==> src/ccem_pkg.sv <==
// Constants, codes and carrier types of the cam control error manager.
// Assumes a 250 MHz controller cycle clock and an APB register port.
package ccem_pkg;
   // ------------------------------------------------------------
   // Timing
   // ------------------------------------------------------------
   localparam int CLK_MHZ = 250;
   localparam int OVL_TIME_US = 1000; // Sustained overcurrent before trip
   localparam int OVL_CYC = OVL_TIME_US * CLK_MHZ;
   localparam int BLANK_TIME_US = 1; // All-off pulse after overload ack
   localparam int BLANK_CYC = BLANK_TIME_US * CLK_MHZ;
   // ------------------------------------------------------------
   // Register map and fields
   // ------------------------------------------------------------
   localparam logic [11:0] ADDR_CTRL = 12'h000;
   localparam logic [11:0] ADDR_CMD = 12'h004;
   localparam logic [11:0] ADDR_STAT = 12'h008;
   localparam logic [11:0] ADDR_CFG = 12'h00C;
   localparam logic [11:0] ADDR_IDLE = 12'h010;
   localparam int CTRL_LOCK_BIT = 8;
   localparam int CMD_A1_LSB = 8;
   localparam int CMD_A2_LSB = 16;
   localparam logic [15:0] RES_RST = 16'h0400;
   localparam logic [1:0] DIR_MAX = 2'h2;
   // ------------------------------------------------------------
   // Error codes and class bounds
   // ------------------------------------------------------------
   localparam logic [7:0] ST_MIN = 8'h01;
   localparam logic [7:0] ST_MAX = 8'h13;
   localparam logic [7:0] WARN_MIN = 8'h14;
   localparam logic [7:0] WARN_MAX = 8'h63;
   localparam logic [7:0] E_NV_WR = 8'h14;
   localparam logic [7:0] E_ZERO = 8'h15;
   localparam logic [7:0] E_CAM = 8'h16;
   localparam logic [7:0] E_DEL = 8'h18;
   localparam logic [7:0] E_PERMIT = 8'h1E;
   localparam logic [7:0] E_OVL = 8'h1F;
   localparam logic [7:0] E_FULL = 8'h20;
   localparam logic [7:0] E_DUP = 8'h21;
   localparam logic [7:0] E_PART = 8'h22;
   localparam logic [7:0] E_RES = 8'h23;
   localparam logic [7:0] E_IDLE = 8'h26;
   localparam logic [7:0] E_NOITC = 8'h27;
   localparam logic [7:0] E_TX = 8'h28;
   localparam logic [7:0] E_RX = 8'h29;
   localparam logic [7:0] E_ID = 8'h2A;
   localparam logic [7:0] E_BUS = 8'h2B;
   localparam logic [7:0] E_RXOVF = 8'h2C;
   localparam logic [7:0] E_DIR = 8'h2F;
   localparam logic [7:0] E_BRAKE = 8'h32;
   localparam logic [7:0] RESTRICT_OUTS = 8'h08;

   typedef enum logic [3:0] {
      OP_NONE = 4'h0, OP_DEL_PARAM = 4'h1, OP_STORE = 4'h2, OP_CAM_ON = 4'h3,
      OP_PART_ITC = 4'h4, OP_RESOL = 4'h5, OP_IDLE = 4'h6, OP_ITC_EN = 4'h7,
      OP_DIR = 4'h8
   } ccem_op_t;

   typedef struct packed {
      logic psel;
      logic penable;
      logic pwrite;
      logic [11:0] paddr;
      logic [31:0] pwdata;
   } ccem_apb_req_t;
   typedef struct packed {
      logic [31:0] prdata;
      logic pready;
      logic pslverr;
   } ccem_apb_rsp_t;
   typedef struct packed {
      logic wr_fail;
      logic zero_fail;
      logic cam_fail;
   } ccem_nv_ev_t;
   typedef struct packed {
      logic tx_fail;
      logic tx_ok;
      logic rx_fail;
      logic rx_ok;
      logic id_conflict;
      logic line_fault;
      logic bus_err;
      logic rx_byte;
      logic rx_full;
   } ccem_net_ev_t;

   function automatic logic is_warn(input logic [7:0] c);
      return (c >= WARN_MIN) && (c <= WARN_MAX);
   endfunction
endpackage

==> src/ccem_sync.sv <==
// Two-stage synchroniser for a group of pin levels.
// Assumes the inputs are asynchronous to ref_clk.
`timescale 1ns/1ps
module ccem_sync #(
   parameter int W = 1
) (
   input wire logic ref_clk,
   input wire logic reset,
   input wire logic [W-1:0] d,
   output logic [W-1:0] q
);
   typedef struct packed {
      logic [W-1:0] s1;
      logic [W-1:0] s2;
   } ccem_sync_st_t;
   ccem_sync_st_t st_r, st_nxt;

   // First stage feeds only the second
   always_comb begin
      st_nxt.s1 = d;
      st_nxt.s2 = st_r.s1;
   end

   always_ff @(posedge ref_clk) begin
      if (reset) begin
         st_r <= '0;
      end else begin
         st_r <= st_nxt;
      end
   end

   assign q = st_r.s2;
endmodule

==> src/ccem_top.sv <==
// Error classification and reaction for an electronic cam controller.
// Assumes cam_in is the pattern computed from the encoder this cycle and
// that event inputs are one-cycle pulses from logic on ref_clk.
//
// Notes on behaviour
// RQ1: Every detected error puts its numeric code on the display; warnings do not replace a pending self-test or serious code.
// RQ2: Error stays shown until acknowledged by escape or enter key per variant.
// RQ3: Codes 1..19 are self-test faults; the unit is marked defective.
// RQ4: During warnings 20..99 outputs keep following the encoder every cycle.
// RQ5: Distinct codes 20, 21, 22 for write, zero-offset and cam save failures.
// RQ6: Deleting a parameter outside program zero is refused with code 24.
// RQ7: Modification without permit input or lockable permit is refused, code 30.
// RQ8: Sustained overcurrent switches off only that output and raises 31.
// RQ9: Acknowledging 31 briefly forces all outputs off before updating resumes.
// RQ10: Store attempt with all record slots used is refused with code 32.
// RQ11: Second cam with same switch-on position on a track gives 33.
// RQ12: Partial idle-time compensation without that option gives 34.
// RQ13: Encoder resolution not a power of two is refused with 35.
// RQ14: Restricted variant refuses idle time beyond output eight with 38.
// RQ15: Enabling compensation on units without it gives 39.
// RQ16: Two failed sends give 40; two failed receptions give 41.
// RQ17: Duplicate device number or faulty line gives 42; bus errors give 43.
// RQ18: Serial byte arriving with full receive buffer gives 44.
// RQ19: Illegal direction-dependent update setting is refused with 47.
// RQ20: Brake-cam units raise 50 whenever outputs are deactivated; here only when an overload acknowledge blanks the outputs.
// RQ21: Serious codes 100..199 hold all outputs off while the cause remains.
// RQ22: Latest code latched until acknowledged; refused requests change nothing.
`timescale 1ns/1ps
module ccem_top #(
   parameter int NOUT = 16,
   parameter int NSLOT = 64,
   parameter int unsigned OVL_CYCLES = ccem_pkg::OVL_CYC,
   parameter bit PC_PROG = 1'b0,
   parameter bit RESTRICTED = 1'b0,
   parameter bit HAS_ITC = 1'b1,
   parameter bit HAS_PART_ITC = 1'b0,
   parameter bit BRAKE_OPT = 1'b0
) (
   input wire logic ref_clk,
   input wire logic reset,
   input wire ccem_pkg::ccem_apb_req_t apb_req,
   output ccem_pkg::ccem_apb_rsp_t apb_rsp,
   input wire logic esc_key_pin,
   input wire logic enter_key_pin,
   input wire logic prog_permit_pin,
   input wire logic [NOUT-1:0] overcurrent_pin,
   input wire logic [NOUT-1:0] cam_in,
   output logic [NOUT-1:0] cam_out,
   input wire logic selftest_fail,
   input wire logic [7:0] selftest_code,
   input wire logic serious_active,
   input wire logic [7:0] serious_code,
   input wire ccem_pkg::ccem_nv_ev_t nv_ev,
   input wire ccem_pkg::ccem_net_ev_t net_ev,
   output logic [7:0] err_code,
   output logic err_pending,
   output logic unit_defective
);
   localparam int CW = $clog2(OVL_CYCLES + 1);
   localparam int BW = $clog2(ccem_pkg::BLANK_CYC + 1);
   localparam int TW = (NOUT > 1) ? $clog2(NOUT) : 1;

   // ------------------------------------------------------------
   // State
   // ------------------------------------------------------------
   typedef struct packed {
      logic [7:0] prog_sel;
      logic lock_permit;
      logic [15:0] resolution;
      logic itc_en;
      logic part_itc;
      logic [1:0] dir_mode;
      logic [NOUT-1:0] idle_mask;
      logic [7:0] slots;
      logic [NOUT-1:0][7:0] trk_on;
      logic [NOUT-1:0] trk_vld;
      logic [7:0] code;
      logic pend;
      logic defect;
      logic [NOUT-1:0] ovl_off;
      logic [NOUT-1:0][CW-1:0] ovl_cnt;
      logic [BW-1:0] blank;
      logic tx_once;
      logic rx_once;
      logic ser_q;
      logic key_q;
      logic [NOUT-1:0] cam;
      logic [31:0] prdata;
      logic pslverr;
   } ccem_st_t;
   ccem_st_t q, d;

   logic [NOUT+2:0] pins_s;
   logic esc_s, enter_s, permit_s, key_s, key_edge;
   logic [NOUT-1:0] ovl_s;

   // Keys, permit and overcurrent sense are pins
   ccem_sync #(.W(NOUT + 3)) u_sync (
      .ref_clk(ref_clk),
      .reset(reset),
      .d({overcurrent_pin, prog_permit_pin, enter_key_pin, esc_key_pin}),
      .q(pins_s)
   );
   assign esc_s = pins_s[0];
   assign enter_s = pins_s[1];
   assign permit_s = pins_s[2];
   assign ovl_s = pins_s[NOUT+2:3];
   // Only the key of this variant acknowledges
   assign key_s = PC_PROG ? enter_s : esc_s; // RQ2
   assign key_edge = key_s & ~q.key_q;

   // ------------------------------------------------------------
   // Bus decode and command fields
   // ------------------------------------------------------------
   logic apb_wr, apb_setup, cmd_wr, permit;
   ccem_pkg::ccem_op_t op;
   logic [7:0] a1;
   logic [15:0] a2;
   logic [TW-1:0] trk;
   assign apb_wr = apb_req.psel & apb_req.penable & apb_req.pwrite;
   assign apb_setup = apb_req.psel & ~apb_req.penable;
   assign cmd_wr = apb_wr && (apb_req.paddr == ccem_pkg::ADDR_CMD);
   assign op = ccem_pkg::ccem_op_t'(apb_req.pwdata[3:0]);
   assign a1 = apb_req.pwdata[ccem_pkg::CMD_A1_LSB +: 8];
   assign a2 = apb_req.pwdata[ccem_pkg::CMD_A2_LSB +: 16];
   assign trk = a1[TW-1:0];
   assign permit = permit_s | q.lock_permit;

   // ------------------------------------------------------------
   // Next-state logic
   // ------------------------------------------------------------
   logic cmd_rej, warn_ev, warn_ok, ovl_trip, brake_ev, force_off, ser_rise;
   logic [7:0] cmd_code, warn_code;

   // Commands are checked in full before anything is stored
   always_comb begin
      d = q;
      cmd_rej = 1'b0;
      cmd_code = 8'h00;
      warn_ev = 1'b0;
      warn_code = 8'h00;
      ovl_trip = 1'b0;
      brake_ev = 1'b0;
      ser_rise = serious_active & ~q.ser_q;
      d.ser_q = serious_active;
      d.key_q = key_s;

      // Register writes
      if (apb_wr && apb_req.paddr == ccem_pkg::ADDR_CTRL) begin
         d.prog_sel = apb_req.pwdata[7:0];
         d.lock_permit = apb_req.pwdata[ccem_pkg::CTRL_LOCK_BIT];
      end
      if (cmd_wr && op != ccem_pkg::OP_NONE) begin
         if (!permit) begin
            cmd_rej = 1'b1; // RQ7
            cmd_code = ccem_pkg::E_PERMIT;
         end else begin
            unique case (op)
               ccem_pkg::OP_DEL_PARAM: begin
                  if (q.prog_sel != 8'h00) begin
                     cmd_rej = 1'b1; // RQ6
                     cmd_code = ccem_pkg::E_DEL;
                  end else begin
                     d.idle_mask = '0;
                  end
               end
               ccem_pkg::OP_STORE: begin
                  if (q.slots >= 8'(NSLOT)) begin
                     cmd_rej = 1'b1; // RQ10
                     cmd_code = ccem_pkg::E_FULL;
                  end else begin
                     d.slots = q.slots + 8'h01;
                  end
               end
               ccem_pkg::OP_CAM_ON: begin
                  if (a1 < 8'(NOUT)) begin
                     if (q.trk_vld[trk] && q.trk_on[trk] == a2[7:0]) begin
                        cmd_rej = 1'b1; // RQ11
                        cmd_code = ccem_pkg::E_DUP;
                     end else begin
                        d.trk_on[trk] = a2[7:0];
                        d.trk_vld[trk] = 1'b1;
                     end
                  end
               end
               ccem_pkg::OP_PART_ITC: begin
                  if (!HAS_PART_ITC) begin
                     cmd_rej = 1'b1; // RQ12
                     cmd_code = ccem_pkg::E_PART;
                  end else begin
                     d.part_itc = 1'b1;
                  end
               end
               ccem_pkg::OP_RESOL: begin
                  if (a2 == 16'h0000 || (a2 & (a2 - 16'h0001)) != 16'h0000) begin
                     cmd_rej = 1'b1; // RQ13
                     cmd_code = ccem_pkg::E_RES;
                  end else begin
                     d.resolution = a2;
                  end
               end
               ccem_pkg::OP_IDLE: begin
                  if (RESTRICTED && a1 >= ccem_pkg::RESTRICT_OUTS) begin
                     cmd_rej = 1'b1; // RQ14
                     cmd_code = ccem_pkg::E_IDLE;
                  end else if (a1 < 8'(NOUT)) begin
                     d.idle_mask[trk] = 1'b1;
                  end
               end
               ccem_pkg::OP_ITC_EN: begin
                  if (!HAS_ITC) begin
                     cmd_rej = 1'b1; // RQ15
                     cmd_code = ccem_pkg::E_NOITC;
                  end else begin
                     d.itc_en = 1'b1;
                  end
               end
               ccem_pkg::OP_DIR: begin
                  if (a1 > 8'(ccem_pkg::DIR_MAX)) begin
                     cmd_rej = 1'b1; // RQ19
                     cmd_code = ccem_pkg::E_DIR;
                  end else begin
                     d.dir_mode = a1[1:0];
                  end
               end
               default: begin
               end
            endcase
         end
      end

      // Overload: per-output sustain counter, trip switches off that output only
      for (int i = 0; i < NOUT; i++) begin
         if (ovl_s[i] && !q.ovl_off[i]) begin
            if (q.ovl_cnt[i] == CW'(OVL_CYCLES - 1)) begin
               d.ovl_off[i] = 1'b1; // RQ8
               d.ovl_cnt[i] = '0;
               ovl_trip = 1'b1;
            end else begin
               d.ovl_cnt[i] = q.ovl_cnt[i] + CW'(1);
            end
         end else begin
            d.ovl_cnt[i] = '0;
         end
      end

      // Network: a second consecutive failure raises the warning
      if (net_ev.tx_ok) d.tx_once = 1'b0;
      if (net_ev.tx_fail) d.tx_once = ~q.tx_once;
      if (net_ev.rx_ok) d.rx_once = 1'b0;
      if (net_ev.rx_fail) d.rx_once = ~q.rx_once;

      // Acknowledge; a serious cause or a defective unit keeps the code shown
      if (q.blank != '0) d.blank = q.blank - BW'(1);
      if (key_edge && q.pend && !serious_active && !q.defect) begin
         d.pend = 1'b0; // RQ2
         if (q.code == ccem_pkg::E_OVL) begin
            d.ovl_off = d.ovl_off & ~q.ovl_off; // A trip in this very cycle survives the clear
            d.ovl_cnt = '0;
            d.blank = BW'(ccem_pkg::BLANK_CYC); // RQ9
            brake_ev = BRAKE_OPT; // RQ20
         end
      end

      // Warning sources, later lines take priority
      if (nv_ev.wr_fail) begin warn_ev = 1'b1; warn_code = ccem_pkg::E_NV_WR; end // RQ5
      if (nv_ev.zero_fail) begin warn_ev = 1'b1; warn_code = ccem_pkg::E_ZERO; end // RQ5
      if (nv_ev.cam_fail) begin warn_ev = 1'b1; warn_code = ccem_pkg::E_CAM; end // RQ5
      if (net_ev.tx_fail && q.tx_once) begin warn_ev = 1'b1; warn_code = ccem_pkg::E_TX; end // RQ16
      if (net_ev.rx_fail && q.rx_once) begin warn_ev = 1'b1; warn_code = ccem_pkg::E_RX; end // RQ16
      if (net_ev.bus_err) begin warn_ev = 1'b1; warn_code = ccem_pkg::E_BUS; end // RQ17
      if (net_ev.id_conflict || net_ev.line_fault) begin
         warn_ev = 1'b1; // RQ17
         warn_code = ccem_pkg::E_ID;
      end
      if (net_ev.rx_byte && net_ev.rx_full) begin warn_ev = 1'b1; warn_code = ccem_pkg::E_RXOVF; end // RQ18
      if (ovl_trip) begin warn_ev = 1'b1; warn_code = ccem_pkg::E_OVL; end // RQ8
      if (brake_ev) begin warn_ev = 1'b1; warn_code = ccem_pkg::E_BRAKE; end // RQ20
      if (cmd_rej) begin warn_ev = 1'b1; warn_code = cmd_code; end

      // Latch: a warning never hides a pending self-test or serious code;
      // a new event wins over an acknowledge in the same cycle, except a warning while a serious code is acknowledged
      warn_ok = !(q.pend && !ccem_pkg::is_warn(q.code));
      if (selftest_fail && selftest_code >= ccem_pkg::ST_MIN && selftest_code <= ccem_pkg::ST_MAX) begin
         d.code = selftest_code; // RQ3
         d.pend = 1'b1;
         d.defect = 1'b1;
      end else if (ser_rise) begin
         d.code = serious_code; // RQ21
         d.pend = 1'b1;
      end else if (warn_ev && warn_ok) begin
         d.code = warn_code; // RQ22
         d.pend = 1'b1; // RQ1
      end

      // Outputs follow the encoder pattern each cycle unless forced off
      force_off = serious_active | d.defect | (d.blank != '0); // RQ21
      d.cam = force_off ? '0 : (cam_in & ~d.ovl_off); // RQ4

      // Read data is prepared in the setup phase for a zero-wait access
      if (apb_setup) begin
         d.pslverr = 1'b0;
         d.prdata = 32'h0000_0000;
         unique case (apb_req.paddr)
            ccem_pkg::ADDR_CTRL: d.prdata = {23'h000000, q.lock_permit, q.prog_sel};
            ccem_pkg::ADDR_CMD: d.prdata = 32'h0000_0000;
            ccem_pkg::ADDR_STAT: d.prdata = {16'(q.ovl_off), 4'h0, serious_active,
                                             q.blank != '0, q.defect, q.pend, q.code};
            ccem_pkg::ADDR_CFG: d.prdata = {q.slots, 4'h0, q.dir_mode, q.part_itc, q.itc_en, q.resolution};
            ccem_pkg::ADDR_IDLE: d.prdata = 32'(q.idle_mask);
            default: d.pslverr = 1'b1;
         endcase
      end
   end

   // ------------------------------------------------------------
   // Registers and outputs
   // ------------------------------------------------------------
   always_ff @(posedge ref_clk) begin
      if (reset) begin
         q <= '0;
         q.resolution <= ccem_pkg::RES_RST;
      end else begin
         q <= d;
      end
   end

   // Zero wait states: the answer is ready in every access cycle
   assign apb_rsp = '{prdata: q.prdata, pready: 1'b1, pslverr: q.pslverr};
   assign cam_out = q.cam;
   assign err_code = q.code;
   assign err_pending = q.pend;
   assign unit_defective = q.defect;

   logic [28+10*NOUT-1:0] cfg_view;
   assign cfg_view = {q.resolution, q.itc_en, q.part_itc, q.dir_mode, q.idle_mask,
                      q.slots, q.trk_on, q.trk_vld};
endmodule

==> config.mk <==
export PLATFORM = sky130hd
export DESIGN_NAME = ccem_top
export DESIGN_NICKNAME = d
export VERILOG_FILES = /design/src/ccem_pkg.sv /design/src/ccem_sync.sv /design/src/ccem_top.sv
export SDC_FILE = /design/constraint.sdc
export NUM_CORES = 1
export LEC_CHECK = 0
export ABC_AREA = 1
export BUFFER_PORTS_ARGS = -buffer_cell sky130_fd_sc_hd__buf_2
export CAP_MARGIN = 20
export CORE_MARGIN = 2
export CORE_UTILIZATION = 50
export DETAILED_ROUTE_END_ITERATION = 6
export PLACE_DENSITY = 0.68
export SLEW_MARGIN = 20
export SYNTH_ARGS = -nofsm -noshare
export SYNTH_HDL_FRONTEND = slang
export SYNTH_SLANG_ARGS = --single-unit
==> constraint.sdc <==
create_clock -name ref_clk -period 5 [get_ports ref_clk]
set_input_delay 0.5 -clock ref_clk [delete_from_list [all_inputs] [get_ports ref_clk]]
set_output_delay 0.5 -clock ref_clk [all_outputs]
set_load 0.05 [all_outputs]
==> metrics.csv <==
stage,metric,value,unit
grt,grt_antenna_before_repair,9,
logic_synthesis,synthTopCellsByCount,"720 x nand2_1, 607 x dfxtp_1, 505 x nor2_1",
logic_synthesis,synthesis.nets,3834,
clock_tree,cts.sink_count,607,
worst_setup_path,crit_fanout,25,
route,vias,23400,
placement,gp_congestion,0.886,
timing,fmax,0.268,GHz
grt,grt_use_total,23.9,%
worst_setup_path,crit_required,5510,ps
die,die_h,237,um
worst_setup_path,worstSetupStartpoint,apb_req[9],
timing,fin_setup_tns,0,ps
route,dr.pass1.iters,5,
die,pin_count,174,
worst_setup_path,crit_path_max_incr_delay,840,ps
logic_synthesis,synth_top_area_share,44.9,%
logic_synthesis,synthAdderAreaFrac,0.878,%
finish,area_delta_synth_final,11.6,%
clock_tree,post_cts_buffers,0,
logic_synthesis,synth_seq_area_share,44.9,%
power,p_comb_share,6.1,%
clock_tree,clockRootBuffer,clkbuf_16,
hold_path,whs_path_depth,3,
finish,drive_gt1_share,9.14,%
logic_synthesis,synthSimpleGateAreaFrac,27.1,%
worst_setup_path,path_class,primary input to register,
power,p_seq_share,46.7,%
timing,timing.hold.ws,106,ps
worst_setup_path,worst_path_most_repeated_cell,nand2_1,
logic_synthesis,synth-edff-count,0,
worst_setup_path,reg2reg_to,q[183]$_SDFF_PP0_,
worst_setup_path,regToRegStartpoint,err_pending$_SDFFE_PP0P_,
die,core.rowCount,85,
finish,ff_latch_area,12200,um^2
timing,slew_headroom,36.1,%
worst_setup_path,rr_worst_depth,10,
timing,hold_viol,0,
grt,grt_pass1_wl,109000,um
finish,final.fill_count,5104,
timing,final-setup-viol-count,0,
logic_synthesis,synth_cell_type_count,55,
power,clkPwrFrac,47.2,%
worst_setup_path,crit_path_start_kind,primary input,
power,cellPowerDensity,350,nW/um^2
clock_tree,insertion_delay,590,ps
power,intPower,8.14,mW
logic_synthesis,synth_compound_area_share,12.2,%
die,die-area,56100,um^2
timing,min_period_over_period,74.6,%
clock_tree,cts_hold_buf,0,
logic_synthesis,synth_xor_area_share,4.88,%
worst_setup_path,cp_slowest_cell,nor3_2,
die,die_width,237,um
timing,skew,20.3,ps
clock_tree,path_clk_slew,60,ps
power,cellLeakagePower,11.8,nW
route,viasPerCell,5.17,
logic_synthesis,syn_area,27100,um^2
clock_tree,post_cts_resized,0,
job,drv_cap,0,
logic_synthesis,synthArstFlopShare,0,%
power,swShare,23.1,%
logic_synthesis,synth_top_cell_by_area,dfxtp_1,
worst_setup_path,critPathCaptureType,register,
timing,slew_violations,0,
power,peakVddDrop,0.258,mV
placement,hpwl,46800,um
grt,grt_pass1_vias,21300,
logic_synthesis,syn_inst,3701,
clock_tree,cts_buffer_depth,3,
timing,rsz0062_at_grt,false,
worst_setup_path,r2r_slack,1930,ps
grt,grt_max_degree,94,
placement,io_buffers,171,
timing,max_slew.worst_pin.slew,954,ps
route,wl,67700,um
clock_tree,cts_tree,built,
logic_synthesis,yosys-top-cells-area,"dfxtp_1 45%, nand2_1 10%, nor2_1 7.0%",
die,start_util,50.4,%
logic_synthesis,synth_top_family_by_area,simple AND/OR/NAND/NOR gates,
clock_tree,cts_max_level,3,
hold_path,hp-start,overcurrent_pin[10],
logic_synthesis,synth_most_common_cell,nand2_1,
logic_synthesis,ys_seq_elements,607,
power,power_switching,2.45,mW
logic_synthesis,synthFlopType,dfxtp_1,
hold_path,hold_path.class,primary input to register,
clock_tree,cts_buffers,67,
timing,min_period,3730,ps
grt,overflow,0,
logic_synthesis,yosysWarnings,0,
logic_synthesis,synth.area.mux_share,0,%
logic_synthesis,avgSynthCellArea,7.32,um^2
route,antenna_left,0,
route,drc,0,
route,dr.first_iter.drc_count,1828,
hold_path,hold_path_end,u_sync.st_nxt[13]$_SDFF_PP0_,
finish,final_util,56.3,%
finish,multi_input_area,12200,um^2
route,wl_per_cell,15.0,um
worst_setup_path,crit_path_cell_trace,buf_2 > nand2_4 > inv_1 > buf_4 > nand2_1 > nand3_1 > nand2_1 > nand2_1 > nor2_1 > nand2_1 > nand2_1 > nand2_1 > nor2_1 > nand3_1 > nand3_4 > nor3_2 > o21ai_0 > a21oi_1,
run_status,status,completed,
worst_setup_path,cp.arrival,4240,ps
finish,num-nets-final,3914,
die,core_area,53700,um^2
[worst max-delay path by stage]
stage	end	cells past startpoint
2_1_floorplan	cfg_view[54]$_SDFFE_PP0P_	19
3_3_place_gp	cfg_view[96]$_SDFFE_PP0P_	18
3_5_place_dp	cfg_view[103]$_SDFFE_PP0P_	18
4_1_cts	cfg_view[103]$_SDFFE_PP0P_	18
5_1_grt	cfg_view[96]$_SDFFE_PP0P_	18
6_report	cfg_view[103]$_SDFFE_PP0P_	18
[sequential cells by signal, indices dropped and copies added (netlist names)]
signal,count
apb_rsp,33
cam_out,16
cfg_view,187
err_code,8
err_pending,1
q,325
u_sync.q,18
u_sync.st_nxt,18
unit_defective,1
[metrics by stage]
stage                     worst slack (ps)  power (mW)  instance area (um^2)  instances
after global routing                   925        11.0                 30200       4524
after CTS                             1380        10.7                 30200       4523
after global placement                 885        5.68                 28000       4407
after floorplan                       2460        5.50                 27100       3701
final                                 1270        10.6                 30200       4526
after detailed placement               793        5.68                 28000       4407
[worst max-delay path: cells and delay by family]
kind / cells / cell delay [ps]
buffers and inverters: 3 / 1330
AND/OR/NAND/NOR: 13 / 2050
AO/OA/AOI/OAI: 2 / 330
[metal layers]
| layer | up-vias | wire length (um) | GRT usage [%] |
|---|---|---|---|
| li1 | 12100 | - | - |
| met5 | - | 60 | 0 |
| met3 | 99 | 4670 | 5.22 |
| met1 | 10600 | 32300 | 33.6 |
| met2 | 578 | 29200 | 37.2 |
| met4 | 12 | 1510 | 6.12 |
[layout by cell type (no fill, tap or decap), drive strengths merged, types with 3 or more instances in the layout]
cell type / instances
bufinv: 6
o31ai: 8
ha: 19
nor4: 65
nand4: 53
nor3: 145
or2: 4
xor2: 101
nor3b: 25
and2: 5
nor2: 508
clkbuf: 92
o21ai: 221
clkinv: 20
dfxtp: 607
nand3: 138
inv: 442
a21oi: 282
o22ai: 30
o21a: 23
a211oi: 11
a41oi: 4
nand2: 727
a311oi: 8
and3: 4
buf: 195
clkinvlp: 3
xnor2: 50
a31oi: 17
[layout make-up]
| type | instances | area share (%) |
|---|---|---|
| repair buffers | 195 | 3.45 |
| diodes | 2 | 0.0166 |
| inverters | 447 | 5.57 |
| flip-flops and latches | 607 | 40.2 |
| clock buffers | 92 | 6.49 |
| multi-input cells | 2463 | 40.4 |
| clock inverters | 24 | 0.956 |
| well taps | 696 | 2.88 |
[power groups by stage]
stage                     Combinational, mW  Sequential (mW)  Clock [mW]
after floorplan                       0.464             5.03           0
final                                 0.650             4.94        5.00
after CTS                             0.642             4.94        5.09
after global placement                0.635             5.04           0
after global routing                  0.728             4.94        5.30
after detailed placement              0.639             5.04           0
[kinds of logic after synthesis]
group | after synthesis
compound gates | 613
xor+xnor | 151
fa+ha+maj | 19
buf+inv | 631
flops | 607
other cells | 1
simple gates | 1679
Power figures use the tool's default switching activity.
